==> config.mk <==
export PLATFORM = sky130hd
export DESIGN_NAME = startup_boot_and_id_registers
export DESIGN_NICKNAME = d
export VERILOG_FILES = /design/src/startup_boot_pkg.sv /design/src/startup_boot_and_id_registers.sv
export SDC_FILE = /design/constraint.sdc
export NUM_CORES = 1
export LEC_CHECK = 0
export BUFFER_PORTS_ARGS = -buffer_cell sky130_fd_sc_hd__buf_2
export CAP_MARGIN = 10
export CORE_MARGIN = 10
export CORE_UTILIZATION = 30
export DETAILED_ROUTE_END_ITERATION = 7
export PLACE_DENSITY = 0.58
export SYNTH_ARGS = -nofsm -noshare
export SYNTH_HDL_FRONTEND = slang
export SYNTH_SLANG_ARGS = --single-unit
==> constraint.sdc <==
create_clock -name clk_i -period 7.8 [get_ports clk_i]
set_input_delay 0.78 -clock clk_i [delete_from_list [all_inputs] [get_ports clk_i]]
set_output_delay 0.78 -clock clk_i [all_outputs]
set_load 0.01 [all_outputs]
==> src/startup_boot_pkg.sv <==
package startup_boot_pkg;
  // Register offsets on the slave port, 1 KiB decode window
  localparam logic [9:0] OFF_BOOT_RETRY_SOURCE = 10'h000;
  localparam logic [9:0] OFF_EEPROM_TARGET = 10'h001;
  localparam logic [9:0] OFF_REV_PART_HIGH = 10'h002;
  localparam logic [9:0] OFF_PART_MIDDLE = 10'h003;
  localparam logic [9:0] OFF_PART_LOW_CFG_HIGH = 10'h004;
  localparam logic [9:0] OFF_CFG_LOW = 10'h005;
  localparam logic [9:0] OFF_INT_ENABLE = 10'h079;
  localparam logic [9:0] OFF_GPI_STATUS = 10'h20C;
  localparam logic [9:0] OFF_GLOBAL_STATUS = 10'h210;
  // Field positions
  localparam int POS_SKIP_EXT = 0;
  localparam int POS_SKIP_INT = 1;
  localparam int POS_WIDE = 7;
  localparam int POS_BOOT_FAIL = 0;
  localparam int POS_BOOT_DONE = 1;
  localparam int POS_SPEED = 0;
  // Reset values before the factory image is captured
  localparam logic [4:0] RST_RETRY = 5'h01;
  localparam logic [7:0] RST_BYTE = 8'h00;
  // Serial memory layout
  localparam logic [7:0] EE_FIRST = 8'h00;
  localparam logic [7:0] EE_SPEED = 8'h05;
  localparam logic [7:0] EE_REG_FIRST = 8'h08;
  localparam logic [7:0] EE_REG_LAST = 8'h83;
  localparam logic [7:0] EE_CRC = 8'h84;
  localparam logic [7:0] CRC_POLY = 8'h07;
  localparam logic [7:0] CRC_INIT = 8'h00;

  typedef enum logic [2:0] {
    ST_WAIT_POR = 3'b000,
    ST_CAPTURE = 3'b001,
    ST_DECIDE = 3'b010,
    ST_REQUEST = 3'b011,
    ST_READY = 3'b100
  } boot_state_e;
endpackage

==> src/startup_boot_and_id_registers.sv <==
`timescale 1ns/100ps
module startup_boot_and_id_registers
  import startup_boot_pkg::*;
#(
  parameter logic [3:0] REVISION_DEFAULT = 4'h5, // Arbitrary neutral value
  parameter logic [15:0] PART_CODE_DEFAULT = 16'hA5C3 // Arbitrary neutral value
) (
  input wire logic clk_i,
  input wire logic rst_i,
  input wire logic por_done_i,
  input wire logic [7:0] otp_startup0_i,
  input wire logic [7:0] otp_startup1_i,
  input wire logic [10:0] otp_config_code_i,
  input wire logic [7:0] gpi_status_i,
  input wire logic [7:0] global_status_i,
  input wire logic [9:0] reg_addr_i,
  input wire logic reg_wr_i,
  input wire logic reg_rd_i,
  input wire logic [7:0] reg_wdata_i,
  output logic [7:0] reg_rdata_o,
  output logic reg_ready_o,
  output logic mst_req_o,
  output logic [6:0] mst_dev_addr_o,
  output logic mst_wide_o,
  output logic [14:0] mst_offset_o,
  output logic mst_fast_o,
  input wire logic mst_done_i,
  input wire logic mst_nack_i,
  input wire logic mst_arb_lost_i,
  input wire logic [7:0] mst_data_i,
  output logic load_wr_o,
  output logic [7:0] load_addr_o,
  output logic [7:0] load_data_o,
  output logic otp_full_load_o,
  output logic boot_busy_o,
  output logic boot_failure_flag_o,
  output logic [7:0] int_enable_o
);

  boot_state_e state, next_state;
  logic [4:0] boot_retry_count, next_boot_retry_count;
  logic skip_full_internal_load, next_skip_full_internal_load;
  logic skip_external_boot, next_skip_external_boot;
  logic memory_wide_offset, next_memory_wide_offset;
  logic [6:0] memory_bus_address, next_memory_bus_address;
  logic [3:0] revision_field, next_revision_field;
  logic [15:0] part_code_field, next_part_code_field;
  logic [10:0] config_code, next_config_code;
  logic [7:0] int_enable, next_int_enable;
  logic [4:0] retries_used, next_retries_used;
  logic [7:0] byte_offset, next_byte_offset;
  logic [7:0] crc, next_crc;
  logic fast, next_fast;
  logic boot_failure_flag, next_boot_failure_flag;
  logic [7:0] rdata, next_rdata;
  logic load_wr, next_load_wr;
  logic [7:0] load_addr, next_load_addr;
  logic [7:0] load_data, next_load_data;
  logic access_ok;
  logic fail_clear;

  // CRC-8 with polynomial x^8+x^2+x+1, MSB first
  function automatic logic [7:0] crc8_step(input logic [7:0] c, input logic [7:0] d);
    logic [7:0] r;
    r = c ^ d;
    for (int i = 0; i < 8; i++) begin
      r = r[7] ? ((r << 1) ^ CRC_POLY) : (r << 1);
    end
    return r;
  endfunction

  // Slave accesses are only honoured once loading has finished
  assign access_ok = (state == ST_READY);
  assign fail_clear = access_ok && reg_wr_i && (reg_addr_i == OFF_GLOBAL_STATUS)
    && reg_wdata_i[POS_BOOT_FAIL];

  // Boot sequencer and register file next values
  always_comb begin
    next_state = state;
    next_boot_retry_count = boot_retry_count;
    next_skip_full_internal_load = skip_full_internal_load;
    next_skip_external_boot = skip_external_boot;
    next_memory_wide_offset = memory_wide_offset;
    next_memory_bus_address = memory_bus_address;
    next_revision_field = revision_field;
    next_part_code_field = part_code_field;
    next_config_code = config_code;
    next_int_enable = int_enable;
    next_retries_used = retries_used;
    next_byte_offset = byte_offset;
    next_crc = crc;
    next_fast = fast;
    next_boot_failure_flag = boot_failure_flag;
    next_rdata = rdata;
    next_load_wr = 1'b0;
    next_load_addr = load_addr;
    next_load_data = load_data;
    if (fail_clear) begin
      next_boot_failure_flag = 1'b0;
    end
    unique case (state)
      ST_WAIT_POR: begin
        if (por_done_i) begin
          next_state = ST_CAPTURE;
        end
      end
      ST_CAPTURE: begin
        // Factory image taken after reset release, never as a reset value
        next_skip_external_boot = otp_startup0_i[POS_SKIP_EXT];
        next_skip_full_internal_load = otp_startup0_i[POS_SKIP_INT];
        next_memory_wide_offset = otp_startup1_i[POS_WIDE];
        next_memory_bus_address = otp_startup1_i[6:0];
        next_config_code = otp_config_code_i;
        next_state = ST_DECIDE;
      end
      ST_DECIDE: begin
        next_byte_offset = EE_FIRST;
        next_crc = CRC_INIT;
        next_retries_used = 5'h00;
        next_fast = 1'b0;
        next_state = skip_external_boot ? ST_READY : ST_REQUEST;
      end
      ST_REQUEST: begin
        if (mst_done_i) begin
          if (mst_arb_lost_i) begin
            if (retries_used < boot_retry_count) begin
              next_retries_used = retries_used + 5'h01;
            end else begin
              next_boot_failure_flag = 1'b1;
              next_state = ST_READY;
            end
          end else if (mst_nack_i) begin
            next_boot_failure_flag = 1'b1;
            next_state = ST_READY;
          end else if (byte_offset == EE_CRC) begin
            next_boot_failure_flag = (mst_data_i != crc);
            next_state = ST_READY;
          end else begin
            next_crc = crc8_step(crc, mst_data_i);
            next_byte_offset = byte_offset + 8'h01;
            next_retries_used = 5'h00;
            if (byte_offset == EE_SPEED) begin
              next_fast = mst_data_i[POS_SPEED];
            end
            // Device registers above the startup block are streamed out
            if (byte_offset >= EE_REG_FIRST && byte_offset <= EE_REG_LAST) begin
              next_load_wr = 1'b1;
              next_load_addr = byte_offset;
              next_load_data = mst_data_i;
            end
          end
        end
      end
      ST_READY: begin
        // Writes only store; the sequencer never leaves this state until reset
        if (reg_rd_i) begin
          unique case (reg_addr_i)
            OFF_BOOT_RETRY_SOURCE: next_rdata = {boot_retry_count, 1'b0,
              skip_full_internal_load, skip_external_boot};
            OFF_EEPROM_TARGET: next_rdata = {memory_wide_offset, memory_bus_address};
            OFF_REV_PART_HIGH: next_rdata = {revision_field, part_code_field[15:12]};
            OFF_PART_MIDDLE: next_rdata = part_code_field[11:4];
            OFF_PART_LOW_CFG_HIGH: next_rdata = {part_code_field[3:0], config_code[10:7]};
            OFF_CFG_LOW: next_rdata = {1'b0, config_code[6:0]};
            OFF_INT_ENABLE: next_rdata = int_enable;
            OFF_GPI_STATUS: next_rdata = gpi_status_i;
            OFF_GLOBAL_STATUS: next_rdata = {global_status_i[7:2], 1'b1,
              boot_failure_flag};
            default: next_rdata = RST_BYTE; // Unowned or reserved offsets read zero
          endcase
        end
        if (reg_wr_i) begin
          unique case (reg_addr_i)
            OFF_BOOT_RETRY_SOURCE: begin
              next_boot_retry_count = reg_wdata_i[7:3];
              next_skip_full_internal_load = reg_wdata_i[POS_SKIP_INT];
              next_skip_external_boot = reg_wdata_i[POS_SKIP_EXT];
            end
            OFF_EEPROM_TARGET: begin
              next_memory_wide_offset = reg_wdata_i[POS_WIDE];
              next_memory_bus_address = reg_wdata_i[6:0];
            end
            OFF_REV_PART_HIGH: begin
              next_revision_field = reg_wdata_i[7:4];
              next_part_code_field[15:12] = reg_wdata_i[3:0];
            end
            OFF_PART_MIDDLE: next_part_code_field[11:4] = reg_wdata_i;
            OFF_PART_LOW_CFG_HIGH: begin
              next_part_code_field[3:0] = reg_wdata_i[7:4];
              next_config_code[10:7] = reg_wdata_i[3:0];
            end
            OFF_CFG_LOW: next_config_code[6:0] = reg_wdata_i[6:0];
            OFF_INT_ENABLE: next_int_enable = reg_wdata_i;
            default: ;
          endcase
        end
      end
      default: next_state = ST_WAIT_POR;
    endcase
  end

  // State registers; reset values are constants only
  always_ff @(posedge clk_i or posedge rst_i) begin
    if (rst_i) begin
      state <= ST_WAIT_POR;
      boot_retry_count <= RST_RETRY;
      skip_full_internal_load <= 1'b1;
      skip_external_boot <= 1'b1;
      memory_wide_offset <= 1'b0;
      memory_bus_address <= 7'h00;
      revision_field <= REVISION_DEFAULT;
      part_code_field <= PART_CODE_DEFAULT;
      config_code <= 11'h000;
      int_enable <= RST_BYTE;
      retries_used <= 5'h00;
      byte_offset <= EE_FIRST;
      crc <= CRC_INIT;
      fast <= 1'b0;
      boot_failure_flag <= 1'b0;
      rdata <= RST_BYTE;
      load_wr <= 1'b0;
      load_addr <= RST_BYTE;
      load_data <= RST_BYTE;
    end else begin
      state <= next_state;
      boot_retry_count <= next_boot_retry_count;
      skip_full_internal_load <= next_skip_full_internal_load;
      skip_external_boot <= next_skip_external_boot;
      memory_wide_offset <= next_memory_wide_offset;
      memory_bus_address <= next_memory_bus_address;
      revision_field <= next_revision_field;
      part_code_field <= next_part_code_field;
      config_code <= next_config_code;
      int_enable <= next_int_enable;
      retries_used <= next_retries_used;
      byte_offset <= next_byte_offset;
      crc <= next_crc;
      fast <= next_fast;
      boot_failure_flag <= next_boot_failure_flag;
      rdata <= next_rdata;
      load_wr <= next_load_wr;
      load_addr <= next_load_addr;
      load_data <= next_load_data;
    end
  end

  // Master request held until the engine reports completion
  assign mst_req_o = (state == ST_REQUEST);
  assign mst_dev_addr_o = memory_bus_address;
  assign mst_wide_o = memory_wide_offset;
  assign mst_offset_o = {7'h00, byte_offset};
  assign mst_fast_o = fast;
  assign reg_rdata_o = rdata;
  assign reg_ready_o = access_ok;
  assign load_wr_o = load_wr;
  assign load_addr_o = load_addr;
  assign load_data_o = load_data;
  // Only the first eight bytes come from the store when the skip bit is set
  assign otp_full_load_o = ~skip_full_internal_load;
  assign boot_busy_o = ~access_ok;
  assign boot_failure_flag_o = boot_failure_flag;
  assign int_enable_o = int_enable;

endmodule // startup_boot_and_id_registers

## After elaboration in Yosys (flattened, before gate mapping)

Index checks and enable logic that the tools add are counted.

| word-level totals | value |
|---|---|
| flip-flop bits (word level) | 105 |
| bits of input ports | 77 |
| memories | 0 |
| logic and storage cells | 163 |
| memory bits (read-only) | 0 |
| memory bits (writable) | 0 |
| latch bits | 0 |

| cells by class | value |
|---|---|
| magnitude comparators | 3 |
| divide/modulo/power cells | 0 |
| $mul | 0 |
| bitwise operators | 14 |
| shift operators | 0 |
| add/subtract/negate cells | 2 |
| equality and inequality tests | 31 |
| multiplexer cells | 68 |
| reductions and logical operators | 23 |

Operators with widths:

| operator | number |
|---|---|
| $pmux 8 s9 | 1 |
| $mux 8 | 8 |
| $mux 3 | 15 |
| $pmux 8 s2 | 2 |
| $reduce_and 3->1 | 9 |
| $mux 5 | 5 |
| $mux 1 | 24 |
| $not 3->3 | 8 |
| $pmux 11 s2 | 1 |
| $mux 7 | 3 |
| $eq 10x10->1 const B | 2 |
| $eq 10x2->1 const B | 2 |
| $eq 10x3->1 const B | 2 |
| $pmux 3 s5 | 1 |
| $reduce_and 5->1 | 3 |
| $pmux 7 s2 | 1 |
| $ne 2x1->1 const B | 6 |
| $reduce_and 6->1 | 2 |
| $mux 11 | 1 |
| $eq 10x1->1 const B | 1 |
| $eq 10x7->1 const B | 1 |
| $logic_not 10->1 | 1 |
| $ne 2x2->1 const B | 5 |
| $pmux 5 s2 | 1 |
| other kinds (22) | 36 |

## Logic depth before layout (Yosys ltp)

Gate-level depths: netlist of the first run.

| depth | value |
|---|---|
| depth after elaboration | 22 |
| gate-level depth with buffers | 7 |
| gate-level depth less buffers | 7 |

## Worst setup path after synthesis of the first run

No wires, ideal clock.

| timing path | value |
|---|---|
| kind | input port to flip-flop |
| from | in reg_addr_i[2] |
| to | reg part_code_field[12] |
| arrival | 2.173 ns |
| path buffers | 1 |
| setup slack | 5.502 ns |
| data required time | 7.675 ns |
| setup time | 0.125 ns |
| stages on the path | 5 |
| cells stage by stage | buf_4 -> nor4_4 -> nand3_2 -> nor3_4 -> mux2_2 |

| between the ends | value |
|---|---|
| longest elaborated chain between the ends | 2 |

Ends and longest elaborated chain:

| element | RTL line | RTL |
|---|---|---|
| start: declaration | startup_boot_and_id_registers.sv:16 | `input wire logic [9:0] reg_addr_i,` |
| $eq 10x2->1 | startup_boot_and_id_registers.sv:173 | `unique case (reg_addr_i)` |
| $reduce_and 3->1 (no line) | -- |  |
| end signal: assignment | startup_boot_and_id_registers.sv:232 | `part_code_field <= next_part_code_field;` |
| end: declaration | startup_boot_and_id_registers.sv:47 | `logic [15:0] part_code_field, next_part_code_field;` |

Every way passes these cells.
A chain may end at the register's enable or synchronous reset.

## Worst setup path in the final report of the first run

| timing path | value |
|---|---|
| from | reg state[1] |
| to | out boot_busy_o |

| between the ends | value |
|---|---|
| longest elaborated chain between the ends | 2 |

Ends and longest elaborated chain:

| element | RTL line | RTL |
|---|---|---|
| start: declaration | startup_boot_and_id_registers.sv:40 | `boot_state_e state, next_state;` |
| start signal: assignment | startup_boot_and_id_registers.sv:225 | `state <= next_state;` |
| $eq 3x3->1 | startup_boot_and_id_registers.sv:73 | `assign access_ok = (state == ST_READY);` |
| $not 1->1 (no line) | -- |  |
| end: declaration | startup_boot_and_id_registers.sv:35 | `output logic boot_busy_o,` |

Every way passes these cells.

==> impl_metrics.tcl, run 1 <==
set metrics [dict create \
    outcome "completed" \
    power_leakage_nw 3.12 \
    ctsResizeCount 0 \
    htreeDepth 3 \
    grt_max_degree 80 \
    dr.pass1.iters 4 \
    grtUsageTotal 0.132 \
    crit_type "register to primary output" \
    cts_max_path_buffers 2 \
    reg2reg_depth 4 \
    pwr_density_cell_nw_per_um2 260 \
    post-route-util 0.365 \
    rrSetupSlack_ns 5.16 \
    fin_cells 878 \
    mappedNetlistArea_um2 5690 \
    synth_seq_cells 105 \
    drv_slew 0 \
    crit_family "buffers and inverters" \
    nets 726 \
    dpl.hpwl_mm 12.5 \
    rr_endpoint "int_enable_o[7]" \
    p_int_mw 1.16 \
    netSwitchingPower_mw 0.614 \
    port_buffers 123 \
    finalSetupTns_ns 0 \
    holdCritPathClass "primary input to asynchronous set/reset pin" \
    postCtsSetupBuffers 0 \
    grt_pass1_vias 4617 \
    cts_tree "done" \
    clk_pin_slew_ns 0.08 \
    drtIter0Drc 232 \
    max-vdd-ir-drop_uv 122 \
    path_buf_inv 2 \
    antenna_found_initial 4 \
    postRouteAntennaNets 0 \
    syn_avg_cell_area_um2 10.9 \
    cts_sinks 105 \
    hold_viol 0 \
    r2r_start "state[1]" \
    clock_skew_ns 0.0134 \
    initial_core_util 0.304 \
    root_buffer "clkbuf_16" \
    worst_ep_required_time_ns 7.02 \
    synthFlopType "dfrtp_1" \
    numCtsBuffers 9 \
    period_share 0.405 \
    synth_edf_count 0 \
    period_needed_ns 3.16 \
    setup_violations 0 \
    wirelength_mm 16.6 \
    fillerInstances 1892 \
    rsz0062_at_grt "false" \
    syn2layout_area_growth_pct 19.9 \
    gp_congestion 0.798 \
    max_slew_margin 0.322 \
    path_cells "nor3b_4 -> inv_1 -> buf_2" \
    max_freq_mhz 316 \
    clk_latency_ns 0.36 \
    die_width_um 158 \
    clockPowerShare 0.285 \
    async_flop_share 1.00 \
    worstSetupStartpointType "register" \
    row_count 50 \
    path_depth 3 \
    ys_seq_area_frac 0.465 \
    cp-startpoint "state[1]" \
    io_pins 139 \
    synth_cells 521 \
    tightestPinTransition_ns 1.02 \
    crit_slowest_cell "nor3b_4" \
    grt_pass1_wl_mm 25.8 \
    pwr-share-seq 0.418 \
    die_h_um 158 \
    synthDistinctLibCells 71 \
    vias 4500 \
    grt_overflow 0 \
    max_stage_delay_ns 0.64 \
    end_kind "primary output" \
    power_mw 1.77 \
    arrival_ns 2.38 \
    hold_ws_ns 0.395 \
    core_area_um2 18700 \
    maxCapViolations 0 \
    routedWlPerCell_um 18.9 \
    remaining_drc_errors 0 \
    swShare 0.347 \
    crit_path_max_fanout 23 \
    hold_buffers 0 \
    avgViaCountPerCell 5.13 \
    ys_warn_count 0 \
    drive_above_1_share 0.359 \
    combPwrFrac 0.297 \
    dpl.cell_count 860 \
    die_area_um2 24900 \
]
[Yosys cell counts (6+ instances only)]
master	instances	area, µm²
o21ai_0	14	70.1
ha_1	11	138
mux2_2	51	574
inv_1	20	75.1
o22a_1	8	70.1
buf_2	7	35.0
dfstp_2	13	342
nor2_1	31	116
xnor2_1	16	140
a31oi_1	7	43.8
mux2i_1	10	100
clkbuf_1	7	26.3
a21oi_1	44	220
buf_4	9	67.6
dfrtp_1	92	2300
a22oi_1	7	52.6
nand2_1	44	165
xor2_1	6	52.6
o22ai_1	6	37.5
and2_1	8	50.1
o31ai_1	8	60.1
nand3_1	18	90.1
[metal layers]
metal  vias up  track usage  routed length, µm
li1       2136            -                  -
met4         6       0.0361                178
met5         -            0                 36
met3        21       0.0423               1250
met2       105        0.207               7610
met1      2232        0.171               7490
[cells in the final DEF, fill, tap and decap left out, drive strengths merged, types with 7 or more instances in the layout]
master / synthesis / final
buf: 17 / 125
dfrtp: 92 / 92
mux2: 52 / 52
nand2: 45 / 45
a21oi: 45 / 45
nor2: 31 / 31
inv: 20 / 20
nand3: 19 / 19
xnor2: 16 / 16
o21ai: 15 / 15
dfstp: 13 / 13
ha: 11 / 11
clkbuf: 8 / 11
mux2i: 10 / 10
o31ai: 8 / 8
and2: 8 / 8
o22a: 8 / 8
a31oi: 7 / 7
a22oi: 7 / 7
conb: 1 / 7
[kinds of logic (layout without fill, tap and decap cells)]
family / count (synthesis) / in the layout / synth area share
other: 1 / 8 / 0.000659
AOI/OAI and AO/OA: 121 / 121 / 0.146
xor gates and xnor gates: 22 / 22 / 0.0339
and+or+nand+nor: 149 / 149 / 0.151
muxes: 67 / 67 / 0.141
buffers and inverters: 45 / 161 / 0.0389
DFF: 105 / 105 / 0.465
adders and majority gates: 11 / 11 / 0.0242
[power groups by stage]
stage	sequential, mW	combinational [mW]	clock (mW)
6_report	0.739	0.526	0.504
3_5_place_dp	0.749	0.530	0
2_1_floorplan	0.744	0.343	0
4_1_cts	0.740	0.533	0.518
3_3_place_gp	0.747	0.522	0
5_1_grt	0.754	0.592	0.536
[worst max path at each step]
stage | endpoint | slack, ns
global route | boot_busy_o | 4.45
global placement | config_code[0] | 4.76
CTS | boot_busy_o | 4.57
finish | boot_busy_o | 4.64
floorplan | boot_failure_flag_o | 4.28
detailed placement | config_code[0] | 4.71
[flip-flops by register name, indices dropped and copies added, names as in the netlist, 3 cells and up]
| name | cells |
|---|---|
| load_data_o | 8 |
| byte_offset | 8 |
| crc | 8 |
| retries_used | 5 |
| state | 3 |
| revision_field | 4 |
| mst_dev_addr_o | 7 |
| reg_rdata_o | 8 |
| int_enable_o | 8 |
| config_code | 11 |
| load_addr_o | 8 |
| part_code_field | 16 |
| boot_retry_count | 5 |
[through the flow]
step           instance area [µm²]  setup WS (ns)
6_report                      6820           4.64
3_5_place_dp                  6480           4.71
5_1_grt                       6820           4.45
3_3_place_gp                  6480           4.76
4_1_cts                       6810           4.57
2_1_floorplan                 5710           4.28
[cell type report]
| class | count | area, µm² | area share |
|---|---|---|---|
| sequential | 105 | 2640 | 0.388 |
| inverter | 20 | 77.6 | 0.0114 |
| tap | 234 | 293 | 0.0429 |
| clock buffer | 11 | 233 | 0.0341 |
| clock inverter | 5 | 92.6 | 0.0136 |
| multi-input combinational | 377 | 2850 | 0.417 |
| timing repair buffer | 125 | 631 | 0.0925 |
| antenna | 1 | 2.50 | 0.000367 |
No activity file was read; power rests on OpenSTA's default activity.
==> run 2, diff against run 1 <==
- PLACE_DENSITY: 0.58 -> 0.6
- clock period: 7.8 -> 2.7 ns (I/O delays scaled with it)
==> run 2 against run 1 <==
Power rose to 2.9 times the previous value. Global-route usage is 0.11 points higher. Sequential cell count stayed put. Final area grew 1.4%. Critical path type unchanged. Largest cell class unchanged.
==> impl_metrics.tcl, run 2 (synthesized netlist as in run 1, its figures left out) <==
set metrics [dict create \
    core_area_um2 18700 \
    grt_max_degree 46 \
    hold_buffers 0 \
    rrSetupSlack_ns 0.57 \
    drive_above_1_share 0.373 \
    setup_violations 0 \
    nets 737 \
    die_area_um2 24900 \
    largest_reg_flops 16 \
    avgViaCountPerCell 5.07 \
    antenna_found_initial 2 \
    clk_latency_ns 0.35 \
    placed_area_um2 6590 \
    row_count 50 \
    max_freq_mhz 422 \
    mostFrequentLayoutCell "buf_2" \
    root_buffer "clkbuf_16" \
    wirelength_mm 16.5 \
    max_slew_margin 0.494 \
    period_share 0.878 \
    dpl.hpwl_mm 13.0 \
    fin_cells 890 \
    reg.largest.list "part_code_field: 16 flops, config_code: 11 flops" \
    initial_core_util 0.304 \
    postLayoutCellArea_um2 6920 \
    place_ws_ns 0.504 \
    grt_pass1_wl_mm 25.9 \
    cts_sinks 105 \
    clock_skew_ns 0.00802 \
    rsz0062_at_grt "false" \
    numCtsBuffers 9 \
    outcome "completed" \
    dpl.cell_count 872 \
    max-vdd-ir-drop_uv 341 \
    period_needed_ns 2.37 \
    layout_common_cells "buf_2, dfrtp_1, mux2_2" \
    worst_slack_ns 0.329 \
    die_h_um 158 \
    postRouteAntennaNets 0 \
    drv_slew 0 \
    fillerInstances 1891 \
    gp_congestion 0.825 \
    rr_endpoint "byte_offset[5]" \
    drtIter0Drc 243 \
    finalSetupTns_ns 0 \
    worst_ep_required_time_ns 2.43 \
    remaining_drc_errors 0 \
    pwr_density_cell_nw_per_um2 736 \
    port_buffers 123 \
    maxCapViolations 0 \
    end_kind "primary output" \
    cts_tree "done" \
    arrival_ns 2.10 \
    reg2reg_depth 5 \
    grtUsageTotal 0.133 \
    routedWlPerCell_um 18.5 \
    grt_overflow 0 \
    postCtsSetupBuffers 0 \
    hold_ws_ns 0.0309 \
    grt_pass1_vias 4677 \
    tightestPinTransition_ns 0.759 \
    ctsResizeCount 0 \
    die_width_um 158 \
    clk_pin_slew_ns 0.08 \
    vias 4510 \
    htreeDepth 3 \
    cts_max_path_buffers 2 \
    holdCritPathClass "primary input to asynchronous set/reset pin" \
    crit_type "register to primary output" \
    power_leakage_nw 3.18 \
    worstSetupStartpointType "register" \
    largest_register "part_code_field" \
    syn2layout_area_growth_pct 21.6 \
    power_mw 5.09 \
    crit_path_max_fanout 23 \
    post-route-util 0.370 \
    io_pins 139 \
    r2r_start "byte_offset[3]" \
    dr.pass1.iters 4 \
    hold_viol 0 \
]
[run 2: cell types whose count changed in the layout (fill, tap and decap cells not counted), sizes merged]
cell	previous run	this run
diode	1	2
bufinv	2	1
clkinv	2	4
buf	125	136
inv	20	21
clkbuf	11	9
[run 2: power breakdown]
part | internal, mW | switching (mW)
combinational | 0.658 | 0.900
clock | 0.746 | 0.655
sequential | 1.88 | 0.247
total | 3.29 | 1.80
[run 2: final cells by class]
type / count / area [µm²] / area share
clock buffers: 9 / 225 / 0.0326
repair buffers: 136 / 726 / 0.105
inverters: 20 / 78.8 / 0.0114
flip-flops and latches: 105 / 2640 / 0.382
multi-input cells: 377 / 2850 / 0.412
diodes: 2 / 5.00 / 0.000724
well taps: 234 / 293 / 0.0423
clock inverters: 7 / 97.6 / 0.0141
[run 2: worst max-delay path, cell delays in order, from the launching register on]
cell     delay [ns]
dfrtp_1        0.45
buf_4          0.19
nor3b_4        0.21
buf_4          0.25
inv_1          0.37
buf_2          0.28
[run 2: layer usage]
| metal | share of wire | up-vias | track usage |
|---|---|---|---|
| li1 | - | 2161 | - |
| met1 | 0.45 | 2243 | 0.168 |
| met3 | 0.049 | 13 | 0.0299 |
| met5 | 0 | - | 0 |
| met2 | 0.49 | 93 | 0.224 |
| met4 | 0.014 | 0 | 0.0343 |
[run 2: how the worst max path moves through the flow]
stage / startpoint / end / slack, ns / depth (start not counted)
after global placement: reg_addr_i[5] / revision_field[1] / 0.55 / 5
after detailed placement: reg_addr_i[5] / part_code_field[14] / 0.50 / 5
final: state[1] / boot_busy_o / 0.33 / 5
after global routing: state[1] / boot_busy_o / 0.18 / 5
after CTS: state[1] / boot_busy_o / 0.31 / 5
after floorplan: byte_offset[3] / byte_offset[5] / 0.78 / 5
